## config.mk

```make
export PLATFORM = sky130hd
export DESIGN_NAME = sdd_top
export DESIGN_NICKNAME = d
export VERILOG_FILES = /design/src/sdd_pkg.sv /design/src/sdd_fifo_if.sv /design/src/sdd_sync.sv /design/src/sdd_fifo.sv /design/src/sdd_top.sv
export VERILOG_INCLUDE_DIRS = /design/src /design/src/src
export SDC_FILE = /design/constraint.sdc
export NUM_CORES = 1
export LEC_CHECK = 0
export BUFFER_PORTS_ARGS = -buffer_cell sky130_fd_sc_hd__buf_2
export CAP_MARGIN = 20
export CORE_UTILIZATION = 57
export CTS_CLUSTER_SIZE = 14
export DETAILED_ROUTE_END_ITERATION = 6
export GPL_TIMING_DRIVEN = 0
export PLACE_DENSITY = 0.74
export RECOVER_POWER = 100
export SLEW_MARGIN = 5
export SYNTH_ARGS = -nofsm -noshare
export SYNTH_HDL_FRONTEND = slang
export SYNTH_SLANG_ARGS = --single-unit
```

## constraint.sdc

```tcl
create_clock -name i_clock -period 7.4 [get_ports i_clock]
set_clock_uncertainty 0.2 [all_clocks]
set_input_delay 1.11 -clock i_clock [delete_from_list [all_inputs] [get_ports i_clock]]
set_output_delay 1.11 -clock i_clock [all_outputs]
set_load 0.005 [all_outputs]
```

## src/sdd_consts.svh

```systemverilog
/*
 Register indices, field positions, reset values and sizes of the socket DMA slave.
 Assumes inclusion by bare name from the design files.
*/
`ifndef SDD_CONSTS_SVH
`define SDD_CONSTS_SVH

// Register indices; byte address is four times the index
`define SDD_IDX_ADDR 6'h00
`define SDD_IDX_COUNT 6'h04
`define SDD_IDX_STATUS 6'h08
`define SDD_IDX_SWREQ 6'h09
`define SDD_IDX_CTRL 6'h0A
`define SDD_IDX_MODE 6'h0B
`define SDD_IDX_MCLR 6'h0D
`define SDD_IDX_MASK 6'h0F

// Field positions
`define SDD_MODE_SEL_HI 7
`define SDD_MODE_SEL_LO 6
`define SDD_MODE_DIR_BIT 5
`define SDD_MODE_AUTO_BIT 4
`define SDD_MODE_XFER_HI 3
`define SDD_MODE_XFER_LO 2
`define SDD_CMD_DIS_BIT 2
`define SDD_CTRL_WIDE_BIT 0
`define SDD_MASK_BIT 0

// Reset values and the terminal count set value
`define SDD_MODE_RST 6'h00
`define SDD_MASK_RST 1'b0
`define SDD_TC_SET 4'hF

// Sizes
`define SDD_DATA_W 16
`define SDD_ADDR_W 16
`define SDD_FIFO_DEPTH 32

`endif

```

## src/sdd_pkg.sv

```systemverilog
/*
 Types of the socket DMA slave: transfer modes and transfer directions.
 Assumes nothing of its surroundings.
*/
package sdd_pkg;
	typedef enum logic [1:0] {
		SDD_DEMAND = 2'b00,
		SDD_SINGLE = 2'b01,
		SDD_BLOCK = 2'b10,
		SDD_MODE_RSV = 2'b11
	} sdd_mode_t;

	typedef enum logic [1:0] {
		SDD_XFER_NONE = 2'b00,
		SDD_XFER_WRITE = 2'b01,
		SDD_XFER_READ = 2'b10,
		SDD_XFER_RSV = 2'b11
	} sdd_xfer_t;
endpackage

```

## src/sdd_fifo_if.sv

```systemverilog
/*
 Push and pop channels between the socket DMA control and its data FIFO.
 Assumes one clock shared by both ends.
*/
`timescale 1ns/100ps
`default_nettype none
interface sdd_fifo_if #(parameter int WIDTH = 32);
	logic push_valid;
	logic push_ready;
	logic [WIDTH-1:0] push_data;
	logic pop_valid;
	logic pop_ready;
	logic [WIDTH-1:0] pop_data;
	modport user (output push_valid, push_data, pop_ready, input push_ready, pop_valid, pop_data);
	modport fifo (input push_valid, push_data, pop_ready, output push_ready, pop_valid, pop_data);
endinterface
`default_nettype wire

```

## src/sdd_sync.sv

```systemverilog
/*
 Two-stage synchroniser for pin levels.
 Assumes the inputs are asynchronous levels; only the second stage is read.
*/
`timescale 1ns/100ps
`default_nettype none
module sdd_sync #(parameter int WIDTH = 2) (
	input wire logic i_clock,
	input wire logic i_rst_n,
	input wire logic i_clk_en,
	input wire logic [WIDTH-1:0] i_async,
	output logic [WIDTH-1:0] o_sync
);
	logic [WIDTH-1:0] meta_q;

	always_ff @(posedge i_clock or negedge i_rst_n) begin
		if (!i_rst_n) begin
			meta_q <= '0;
			o_sync <= '0;
		end else if (i_clk_en) begin
			meta_q <= i_async;
			o_sync <= meta_q;
		end
	end
endmodule // sdd_sync
`default_nettype wire

```

## src/sdd_fifo.sv

```systemverilog
/*
 Flip-flop FIFO with valid and ready on both sides and a flush.
 Assumes DEPTH is a power of two, at least two.
*/
`timescale 1ns/100ps
`default_nettype none
module sdd_fifo #(
	parameter int WIDTH = 32,
	parameter int DEPTH = 32
) (
	input wire logic i_clock,
	input wire logic i_rst_n,
	input wire logic i_clk_en,
	input wire logic i_flush,
	sdd_fifo_if.fifo bus
);
	localparam int PW = $clog2(DEPTH);

	if (DEPTH < 2 || (1 << PW) != DEPTH) begin : g_bad_depth
		$error("sdd_fifo: DEPTH must be a power of two, at least 2");
	end

	logic [WIDTH-1:0] mem_q [DEPTH];
	logic [PW-1:0] wr_q;
	logic [PW-1:0] rd_q;
	logic [PW:0] cnt_q;
	wire push = bus.push_valid & bus.push_ready;
	wire pop = bus.pop_valid & bus.pop_ready;

	assign bus.push_ready = (cnt_q != (PW+1)'(DEPTH));
	assign bus.pop_valid = (cnt_q != '0);
	assign bus.pop_data = mem_q[rd_q];

	always_ff @(posedge i_clock) begin
		if (i_clk_en && push) begin
			mem_q[wr_q] <= bus.push_data;
		end
	end

	always_ff @(posedge i_clock or negedge i_rst_n) begin
		if (!i_rst_n) begin
			wr_q <= '0;
			rd_q <= '0;
			cnt_q <= '0;
		end else if (i_clk_en) begin
			if (i_flush) begin
				wr_q <= '0;
				rd_q <= '0;
				cnt_q <= '0;
			end else begin
				wr_q <= wr_q + PW'(push);
				rd_q <= rd_q + PW'(pop);
				cnt_q <= cnt_q + (PW+1)'(push) - (PW+1)'(pop);
			end
		end
	end
endmodule // sdd_fifo
`default_nettype wire

```

## src/sdd_top.sv

```systemverilog
/*
 Socket distributed DMA slave channel: status, software request, mode, master clear,
 mask, address and count registers on classic Wishbone, a transfer engine and a data FIFO.
 Assumes a card request pin and a card present pin asynchronous to i_clock, and a data
 source and sink on i_clock.
*/
// Contract
// - Upper status bits follow card request
// - Request status ignores the mask bit
// - Terminal count sets all four lower bits
// - Status read or channel reset clears them
// - Any software request write requests transfer
// - Mode field: demand, single, block, reserved
// - Address steps up or down per transfer
// - Mode bit enables auto reload
// - Transfer type: none, write, read, reserved
// - Two lowest mode bits read zero
// - Master clear resets every channel register; a card removal in the same cycle still sets the mask bit
// - Mask register holds only bit zero
// - Card removal sets the mask bit
// - Masked card requests are ignored
// - Count drops one or two per transfer
`timescale 1ns/100ps
`default_nettype none
`include "sdd_consts.svh"
module sdd_top import sdd_pkg::*; #(
	parameter int DATA_W = `SDD_DATA_W,
	parameter int ADDR_W = `SDD_ADDR_W,
	parameter int FIFO_DEPTH = `SDD_FIFO_DEPTH
) (
	input wire logic i_clock,
	input wire logic i_rst_n,
	input wire logic i_clk_en,
	input wire logic i_wb_cyc,
	input wire logic i_wb_stb,
	input wire logic i_wb_we,
	input wire logic [7:0] i_wb_adr,
	input wire logic [3:0] i_wb_sel,
	input wire logic [31:0] i_wb_dat,
	output logic o_wb_ack,
	output logic [31:0] o_wb_dat,
	input wire logic i_card_dreq,
	input wire logic i_card_present,
	input wire logic i_src_valid,
	input wire logic [DATA_W-1:0] i_src_data,
	output logic o_src_ready,
	output logic o_dst_valid,
	output logic [DATA_W-1:0] o_dst_data,
	output logic [ADDR_W-1:0] o_dst_addr,
	output logic o_dst_to_mem,
	input wire logic i_dst_ready
);
	localparam int FW = ADDR_W + DATA_W;

	if (ADDR_W < 2 || ADDR_W > 16 || DATA_W < 1 || DATA_W > 32) begin : g_bad_width
		$error("sdd_top: ADDR_W must be 2..16 and DATA_W 1..32");
	end

	// Byte-lane merge of a 16-bit register
	function automatic logic [ADDR_W-1:0] merge16(input logic [ADDR_W-1:0] old,
			input logic [31:0] dat, input logic [3:0] sel);
		logic [15:0] v;
		v = 16'(old);
		if (sel[0]) v[7:0] = dat[7:0];
		if (sel[1]) v[15:8] = dat[15:8];
		return ADDR_W'(v);
	endfunction

	// Bus decode
	logic ack_q;
	wire [5:0] idx = i_wb_adr[7:2];
	wire wb_req = i_wb_cyc & i_wb_stb & ~ack_q;
	wire wb_wr = wb_req & i_wb_we;
	wire wb_rd = wb_req & ~i_wb_we;
	wire hit_addr = (idx == `SDD_IDX_ADDR);
	wire hit_count = (idx == `SDD_IDX_COUNT);
	wire hit_stat = (idx == `SDD_IDX_STATUS);
	wire hit_swreq = (idx == `SDD_IDX_SWREQ);
	wire hit_ctrl = (idx == `SDD_IDX_CTRL);
	wire hit_mode = (idx == `SDD_IDX_MODE);
	wire hit_mclr = (idx == `SDD_IDX_MCLR);
	wire hit_mask = (idx == `SDD_IDX_MASK);
	wire lane0 = i_wb_sel[0];
	wire clr = wb_wr & hit_mclr;
	wire stat_rd = wb_rd & hit_stat;
	wire sw_wr = wb_wr & hit_swreq;

	// Channel registers
	logic [ADDR_W-1:0] base_addr_q;
	logic [ADDR_W-1:0] addr_q;
	logic [ADDR_W-1:0] base_count_q;
	logic [ADDR_W-1:0] count_q;
	logic [7:2] mode_q;
	logic dis_q;
	logic wide_q;
	logic mask_q;
	logic [3:0] tc_flags_q;
	logic sw_q;
	logic blk_q;
	logic armed_q;
	logic done_q;
	logic present_prev_q;
	logic src_ready_q;
	logic dst_valid_q;
	logic [DATA_W-1:0] dst_data_q;
	logic [ADDR_W-1:0] dst_addr_q;
	logic dst_to_mem_q;
	logic [31:0] rdat_q;

	// Pins
	logic [1:0] pin_s;
	sdd_sync #(.WIDTH(2)) u_sync (
		.i_clock(i_clock),
		.i_rst_n(i_rst_n),
		.i_clk_en(i_clk_en),
		.i_async({i_card_present, i_card_dreq}),
		.o_sync(pin_s)
	);
	wire dreq_s = pin_s[0];
	wire present_s = pin_s[1];
	wire removal = present_prev_q & ~present_s;

	// Mode fields
	wire sdd_mode_t mode_sel = sdd_mode_t'(mode_q[`SDD_MODE_SEL_HI:`SDD_MODE_SEL_LO]);
	wire addr_dec = mode_q[`SDD_MODE_DIR_BIT];
	wire auto_en = mode_q[`SDD_MODE_AUTO_BIT];
	wire sdd_xfer_t xfer = sdd_xfer_t'(mode_q[`SDD_MODE_XFER_HI:`SDD_MODE_XFER_LO]);
	wire xfer_ok = (xfer == SDD_XFER_WRITE) | (xfer == SDD_XFER_READ);

	// Transfer engine
	wire card_req = dreq_s & ~mask_q;
	wire any_req = card_req | sw_q;
	logic want;
	always_comb begin
		case (mode_sel)
			SDD_DEMAND: want = any_req;
			SDD_SINGLE: want = any_req & armed_q;
			SDD_BLOCK: want = any_req | blk_q;
			default: want = 1'b0;
		endcase
	end

	sdd_fifo_if #(.WIDTH(FW)) fif ();
	wire take = i_src_valid & src_ready_q;
	wire [ADDR_W-1:0] step = wide_q ? ADDR_W'(2) : ADDR_W'(1);
	wire tc = take & (count_q <= step);
	wire reload = tc & auto_en;
	wire [ADDR_W-1:0] addr_next = addr_dec ? addr_q - ADDR_W'(1) : addr_q + ADDR_W'(1);
	wire can_run = want & xfer_ok & ~dis_q & ~done_q & fif.push_ready;
	wire pop = fif.pop_valid & (~dst_valid_q | i_dst_ready);

	assign fif.push_valid = take & i_clk_en;
	assign fif.push_data = {addr_q, i_src_data};
	assign fif.pop_ready = pop & i_clk_en;

	sdd_fifo #(.WIDTH(FW), .DEPTH(FIFO_DEPTH)) u_fifo (
		.i_clock(i_clock),
		.i_rst_n(i_rst_n),
		.i_clk_en(i_clk_en),
		.i_flush(clr),
		.bus(fif)
	);

	// Read data
	wire [31:0] stat_word = {24'h000000, {4{dreq_s}}, tc_flags_q};
	wire [31:0] mode_word = {24'h000000, mode_q, 2'b00};
	wire [31:0] rd_mux = hit_addr ? 32'(addr_q) :
		hit_count ? 32'(count_q) :
		hit_stat ? stat_word :
		hit_ctrl ? {31'h00000000, wide_q} :
		hit_mode ? mode_word :
		hit_mask ? {31'h00000000, mask_q} : 32'h00000000;

	// Bus answer
	always_ff @(posedge i_clock or negedge i_rst_n) begin
		if (!i_rst_n) begin
			ack_q <= 1'b0;
			rdat_q <= 32'h00000000;
		end else if (i_clk_en) begin
			ack_q <= wb_req;
			if (wb_rd) rdat_q <= rd_mux;
		end
	end

	// Mode, control and command
	always_ff @(posedge i_clock or negedge i_rst_n) begin
		if (!i_rst_n) begin
			mode_q <= `SDD_MODE_RST;
			dis_q <= 1'b0;
			wide_q <= 1'b0;
		end else if (i_clk_en) begin
			if (clr) begin
				mode_q <= `SDD_MODE_RST;
				dis_q <= 1'b0;
				wide_q <= 1'b0;
			end else begin
				if (wb_wr && hit_mode && lane0) mode_q <= i_wb_dat[7:2];
				if (wb_wr && hit_stat && lane0) dis_q <= i_wb_dat[`SDD_CMD_DIS_BIT];
				if (wb_wr && hit_ctrl && lane0) wide_q <= i_wb_dat[`SDD_CTRL_WIDE_BIT];
			end
		end
	end

	// Mask and card presence
	always_ff @(posedge i_clock or negedge i_rst_n) begin
		if (!i_rst_n) begin
			mask_q <= `SDD_MASK_RST;
			present_prev_q <= 1'b0;
		end else if (i_clk_en) begin
			present_prev_q <= present_s;
			if (removal) mask_q <= 1'b1;
			else if (clr) mask_q <= `SDD_MASK_RST;
			else if (wb_wr && hit_mask && lane0) mask_q <= i_wb_dat[`SDD_MASK_BIT];
		end
	end

	// Terminal count flags, set wins over read
	always_ff @(posedge i_clock or negedge i_rst_n) begin
		if (!i_rst_n) begin
			tc_flags_q <= 4'h0;
		end else if (i_clk_en) begin
			if (clr) tc_flags_q <= 4'h0;
			else if (tc) tc_flags_q <= `SDD_TC_SET;
			else if (stat_rd) tc_flags_q <= 4'h0;
		end
	end

	// Address and count
	always_ff @(posedge i_clock or negedge i_rst_n) begin
		if (!i_rst_n) begin
			base_addr_q <= '0;
			addr_q <= '0;
			base_count_q <= '0;
			count_q <= '0;
		end else if (i_clk_en) begin
			if (clr) begin
				base_addr_q <= '0;
				addr_q <= '0;
				base_count_q <= '0;
				count_q <= '0;
			end else if (wb_wr && hit_addr) begin
				base_addr_q <= merge16(base_addr_q, i_wb_dat, i_wb_sel);
				addr_q <= merge16(addr_q, i_wb_dat, i_wb_sel);
			end else if (wb_wr && hit_count) begin
				base_count_q <= merge16(base_count_q, i_wb_dat, i_wb_sel);
				count_q <= merge16(count_q, i_wb_dat, i_wb_sel);
			end else if (reload) begin
				addr_q <= base_addr_q;
				count_q <= base_count_q;
			end else if (take) begin
				addr_q <= addr_next;
				count_q <= count_q - step;
			end
		end
	end

	// Request state
	always_ff @(posedge i_clock or negedge i_rst_n) begin
		if (!i_rst_n) begin
			sw_q <= 1'b0;
			blk_q <= 1'b0;
			armed_q <= 1'b1;
			done_q <= 1'b0;
			src_ready_q <= 1'b0;
		end else if (i_clk_en) begin
			if (clr) begin
				sw_q <= 1'b0;
				blk_q <= 1'b0;
				armed_q <= 1'b1;
				done_q <= 1'b0;
				src_ready_q <= 1'b0;
			end else begin
				if (sw_wr) sw_q <= 1'b1;
				else if (tc) sw_q <= 1'b0;
				if (tc) blk_q <= 1'b0;
				else if (take && mode_sel == SDD_BLOCK) blk_q <= 1'b1;
				if (take && mode_sel == SDD_SINGLE) armed_q <= 1'b0;
				else if (!any_req) armed_q <= 1'b1;
				if (wb_wr && (hit_count || hit_addr)) done_q <= 1'b0;
				else if (tc && !auto_en) done_q <= 1'b1;
				// Ready drops for the cycle after each take so state settles
				src_ready_q <= can_run & ~take;
			end
		end
	end

	// Output stage toward the sink
	always_ff @(posedge i_clock or negedge i_rst_n) begin
		if (!i_rst_n) begin
			dst_valid_q <= 1'b0;
			dst_data_q <= '0;
			dst_addr_q <= '0;
			dst_to_mem_q <= 1'b0;
		end else if (i_clk_en) begin
			dst_to_mem_q <= (xfer == SDD_XFER_WRITE);
			if (clr) begin
				dst_valid_q <= 1'b0;
			end else if (pop) begin
				dst_valid_q <= 1'b1;
				dst_data_q <= fif.pop_data[DATA_W-1:0];
				dst_addr_q <= fif.pop_data[FW-1:DATA_W];
			end else if (i_dst_ready) begin
				dst_valid_q <= 1'b0;
			end
		end
	end

	assign o_wb_ack = ack_q;
	assign o_wb_dat = rdat_q;
	assign o_src_ready = src_ready_q;
	assign o_dst_valid = dst_valid_q;
	assign o_dst_data = dst_data_q;
	assign o_dst_addr = dst_addr_q;
	assign o_dst_to_mem = dst_to_mem_q;
endmodule // sdd_top
`default_nettype wire

```

==> impl_results.md <==
- Fraction of layout cells with a size suffix above 1: 0.213
- Min Tclk post-route: approximately 5.8 ns
- Final Max Tran Viols: roughly 1000
- Register area share after synthesis: 0.732
- Clock buffer depth: 3
- Combinational Power Share: 0.244
- First-pass GRT wire length: 181000 microns
- Area of the multi-input gates: around 12000 sq um
- Worst min path class: reg2reg
- Buffers and inverters on the worst path: 3
- Kind of critical path: in2reg
- Via Count: approximately 26000
- Die width: 290 microns
- CTS Buf Count: 114
- Area leader, netlist: edfxtp_1
- Pwr/cell area: approximately 340 nW/um^2
- RSZ-0062 raised after global routing: no
- Die Area: roughly 84000 sq um
- CP top delay family: simple AND/OR/NAND/NOR gates
- Final Instance Area: around 53000 sq um
- Share of the synthesized area in the top cell type: 0.652
- Post-CTS setup buffer count: 0
- HPWL Detailed: approximately 80000 microns
- Initial Util: 0.576
- CTS Hold Bufs: 0
- Pint: around 13 mW
- Synthesized cell area: around 47000 sq um
- Clock power share: 0.328
- Max rail drop VDD: approximately 270 uV
- Chip Height: between 200 and 300 microns
- Slowest CP cell: nor2_1
- Largest net degree at the start of global routing: slightly below 80
- DRT antenna net count: 0
- # clock sinks: between 1000 and 1500
- Avg Cell Area, Syn: around 19 sq um
- Sequential share of power: 0.428
- EDFF count, synth: roughly 1000
- Vias in the first global route: ~27000
- Max incr delay on CP: 1.52 ns
- H-Tree Depth: 3
- Worst-Margin Slew: roughly 4.7 ns
- Worst EP required: around 7.5 ns
- Setup TNS Final: 0 ns
- Run status: finished, violations left
- Via density: about 6.6
- Final Cycle Share: 0.789
- Top cells by area, synth: edfxtp_1, mux4_2, dfrtp_1
- Wirelength per Cell: 32.1 microns
- Max_cap viols: 55
- Gp weighted congestion: approximately 0.94
- CTS tree: built
- Buffers on Ports: 97
- Total of flip-flops plus latches after synthesis: around 1200
- Synth Flop Type: edfxtp_1
- Number of I/O pins: about 140
- Initial antenna violation count: 2
- Antenna cells: 0
- GR Util All Layers: 0.307
- Critical path fanouts, max: 20
- 1st-iter DRT viols: 3097
- Final #Nets: between 2000 and 3000
- Register area: around 35000 sq um
- Startpoint class of the critical path: input pin
- CTS root buffer: clkbuf_16
- Sw power: between 5 and 6 mW
- Critical-path cell list: clkbuf_1 > inv_1 > a211oi_1 > nand3_1 > nor2_1 > clkbuf_1
- Fmax achieved: roughly 170 MHz
- Final setup fails: 0
- Yosys Warn Count: 0
- # resized after CTS: 0
- CP dominant cell by count: clkbuf_1
- Layout area overhead: 12.9%
- Leakage Power: roughly 18 nW
- Switching Share: 0.282
- Placement row count: between 100 and 150
- Fin. Hold Viols: 0
- WL final: ~130000 microns
- Placeable Area: 82000 sq um
- Gate Count Post-Synth: about 2500
- Pre-antenna DRT Iters: 7
- Synth unique cells: 72
- Cell Area, Placed: a little over 50000 sq um
- Remaining DRCs: 2
- Failing checks: DRC, capacitance limit, slew limit
- Clk_lat worst skew: about 0.70 ns
- Overall power: approximately 18 mW
- Ys async rst share: 0.129
- Max-slew headroom: -2.13
- Fill count: roughly 5500
- Clock transition at the registers of the reported paths: ~0.06 ns
- WP data arrival: about 5.9 ns
- CP Capture Type: flop
- Gr ovfl total: 0
worst paths after layout:
kind / to / slack (ns) / from / depth (start not counted)
max in group asynchronous: o_dst_data[14] / 2.42 / i_rst_n / 1
worst min-delay path: base_addr_q[2] / 0.29 / base_addr_q[2] / 2
min in group asynchronous: count_q[4] / 1.90 / i_rst_n / 1
worst max register to register: u_fifo.mem_q[11][21] / 1.66 / u_fifo.cnt_q[2] / 7
worst max-delay path: u_fifo.mem_q[11][21] / 1.56 / i_clk_en / 6
worst min register to register: base_addr_q[2] / 0.29 / base_addr_q[2] / 2
logic make-up after synthesis:
family	share of synthesized area
AOI/OAI and AO/OA	0.0389
xor gates and xnor gates	0.00427
adders and majority gates	0.00923
buffers and inverters	0.0169
DFF	0.732
muxes	0.163
other	0.0000795
and+or+nand+nor	0.0359
metal layers:
metal | up-vias | routed length (microns) | GRT usage
li1 | 10600 | - | -
met1 | 13500 | 47000 | 0.409
met2 | 1602 | 62200 | 0.506
met3 | 299 | 12100 | 0.0639
met4 | 4 | 4700 | 0.113
met5 | - | 27 | 0
flip-flops by register name, indices dropped and copies added, names as in the netlist, 2 cells and up:
| signal | flops |
|---|---|
| o_dst_addr | 16 |
| base_addr_q | 16 |
| u_sync.meta_q | 2 |
| u_fifo.rd_q | 5 |
| count_q | 16 |
| mode_q | 6 |
| base_count_q | 16 |
| u_sync.o_sync | 2 |
| addr_q | 16 |
| o_wb_dat | 16 |
| o_dst_data | 16 |
| u_fifo.cnt_q | 6 |
| u_fifo.wr_q | 5 |
| u_fifo.mem_q | 1024 |
power by group through the flow:
stage,Combinational [mW],Clock (mW),Sequential [mW]
6_report,4.37,5.87,7.65
5_1_grt,4.63,6.16,7.67
4_1_cts,4.33,5.90,7.71
3_5_place_dp,4.26,0,7.85
3_3_place_gp,4.00,0,7.87
2_1_floorplan,2.76,0,7.78
worst register-to-register path: stages, from the launching register on:
cell and delay (ns):
dfrtp_1 0.36, inv_1 0.08, ha_1 0.20, and3_1 0.21, a211oi_1 0.73, nand3_1 0.52, nor2_1 1.53, clkbuf_1 1.46
final cells by class:
type,instances,share of cell area
flip-flops and latches,1175,0.648
multi-input cells,1120,0.223
clock buffers,145,0.0577
well taps,1070,0.0251
repair buffers,163,0.0179
clock inverters,67,0.0132
plain buffers,152,0.0127
inverters,31,0.00218
cell usage after synthesis (4+ instances only):
cell type,instances
dfrtp_1,150
a22o_1,14
nor4_1,8
nor3_1,10
nor2_1,139
o31ai_1,8
or2_2,4
a31oi_1,8
clkbuf_1,90
o211ai_1,7
inv_1,31
or3_1,7
ha_1,30
o21ai_0,90
edfxtp_1,1024
nand2b_1,4
a211oi_1,7
a21o_1,8
and3_1,11
a22oi_1,12
o22ai_1,5
xor2_1,9
mux2_2,7
nand3_1,27
buf_1,20
or4_1,4
mux4_2,320
nor2b_1,6
a21oi_1,108
nand4_1,7
o21a_1,7
and2_1,7
buf_2,22
buf_4,16
xnor2_1,14
mux2i_1,41
o21bai_1,4
nand2_1,124
through the flow:
stage | hold slack (ns) | std cells | setup slack [ns] | util
2_1_floorplan | 0.245 | 2478 | 3.26 | -
3_3_place_gp | 0.259 | 3645 | 0.792 | 0.599
3_5_place_dp | 0.275 | 3699 | 2.54 | 0.615
4_1_cts | 0.238 | 3911 | 3.18 | 0.661
5_1_grt | 0.310 | 3923 | 1.51 | 0.650
6_report | 0.291 | 3923 | 1.56 | 0.650
cells in the final DEF (no fill, tap or decap), drive strengths merged, types with 8 or more instances in the layout:
cell / instances
a21o: 8
a21oi: 108
a22o: 14
a22oi: 12
a31oi: 8
and3: 11
buf: 122
bufinv: 13
clkbuf: 338
clkinv: 47
conb: 16
dfrtp: 150
edfxtp: 1024
ha: 30
inv: 32
mux2i: 41
mux4: 320
nand2: 126
nand3: 27
nor2: 139
nor3: 13
nor4: 8
o211ai: 8
o21ai: 94
o31ai: 8
xnor2: 14
xor2: 9
Note: power is estimated with default switching activity, not from simulation.
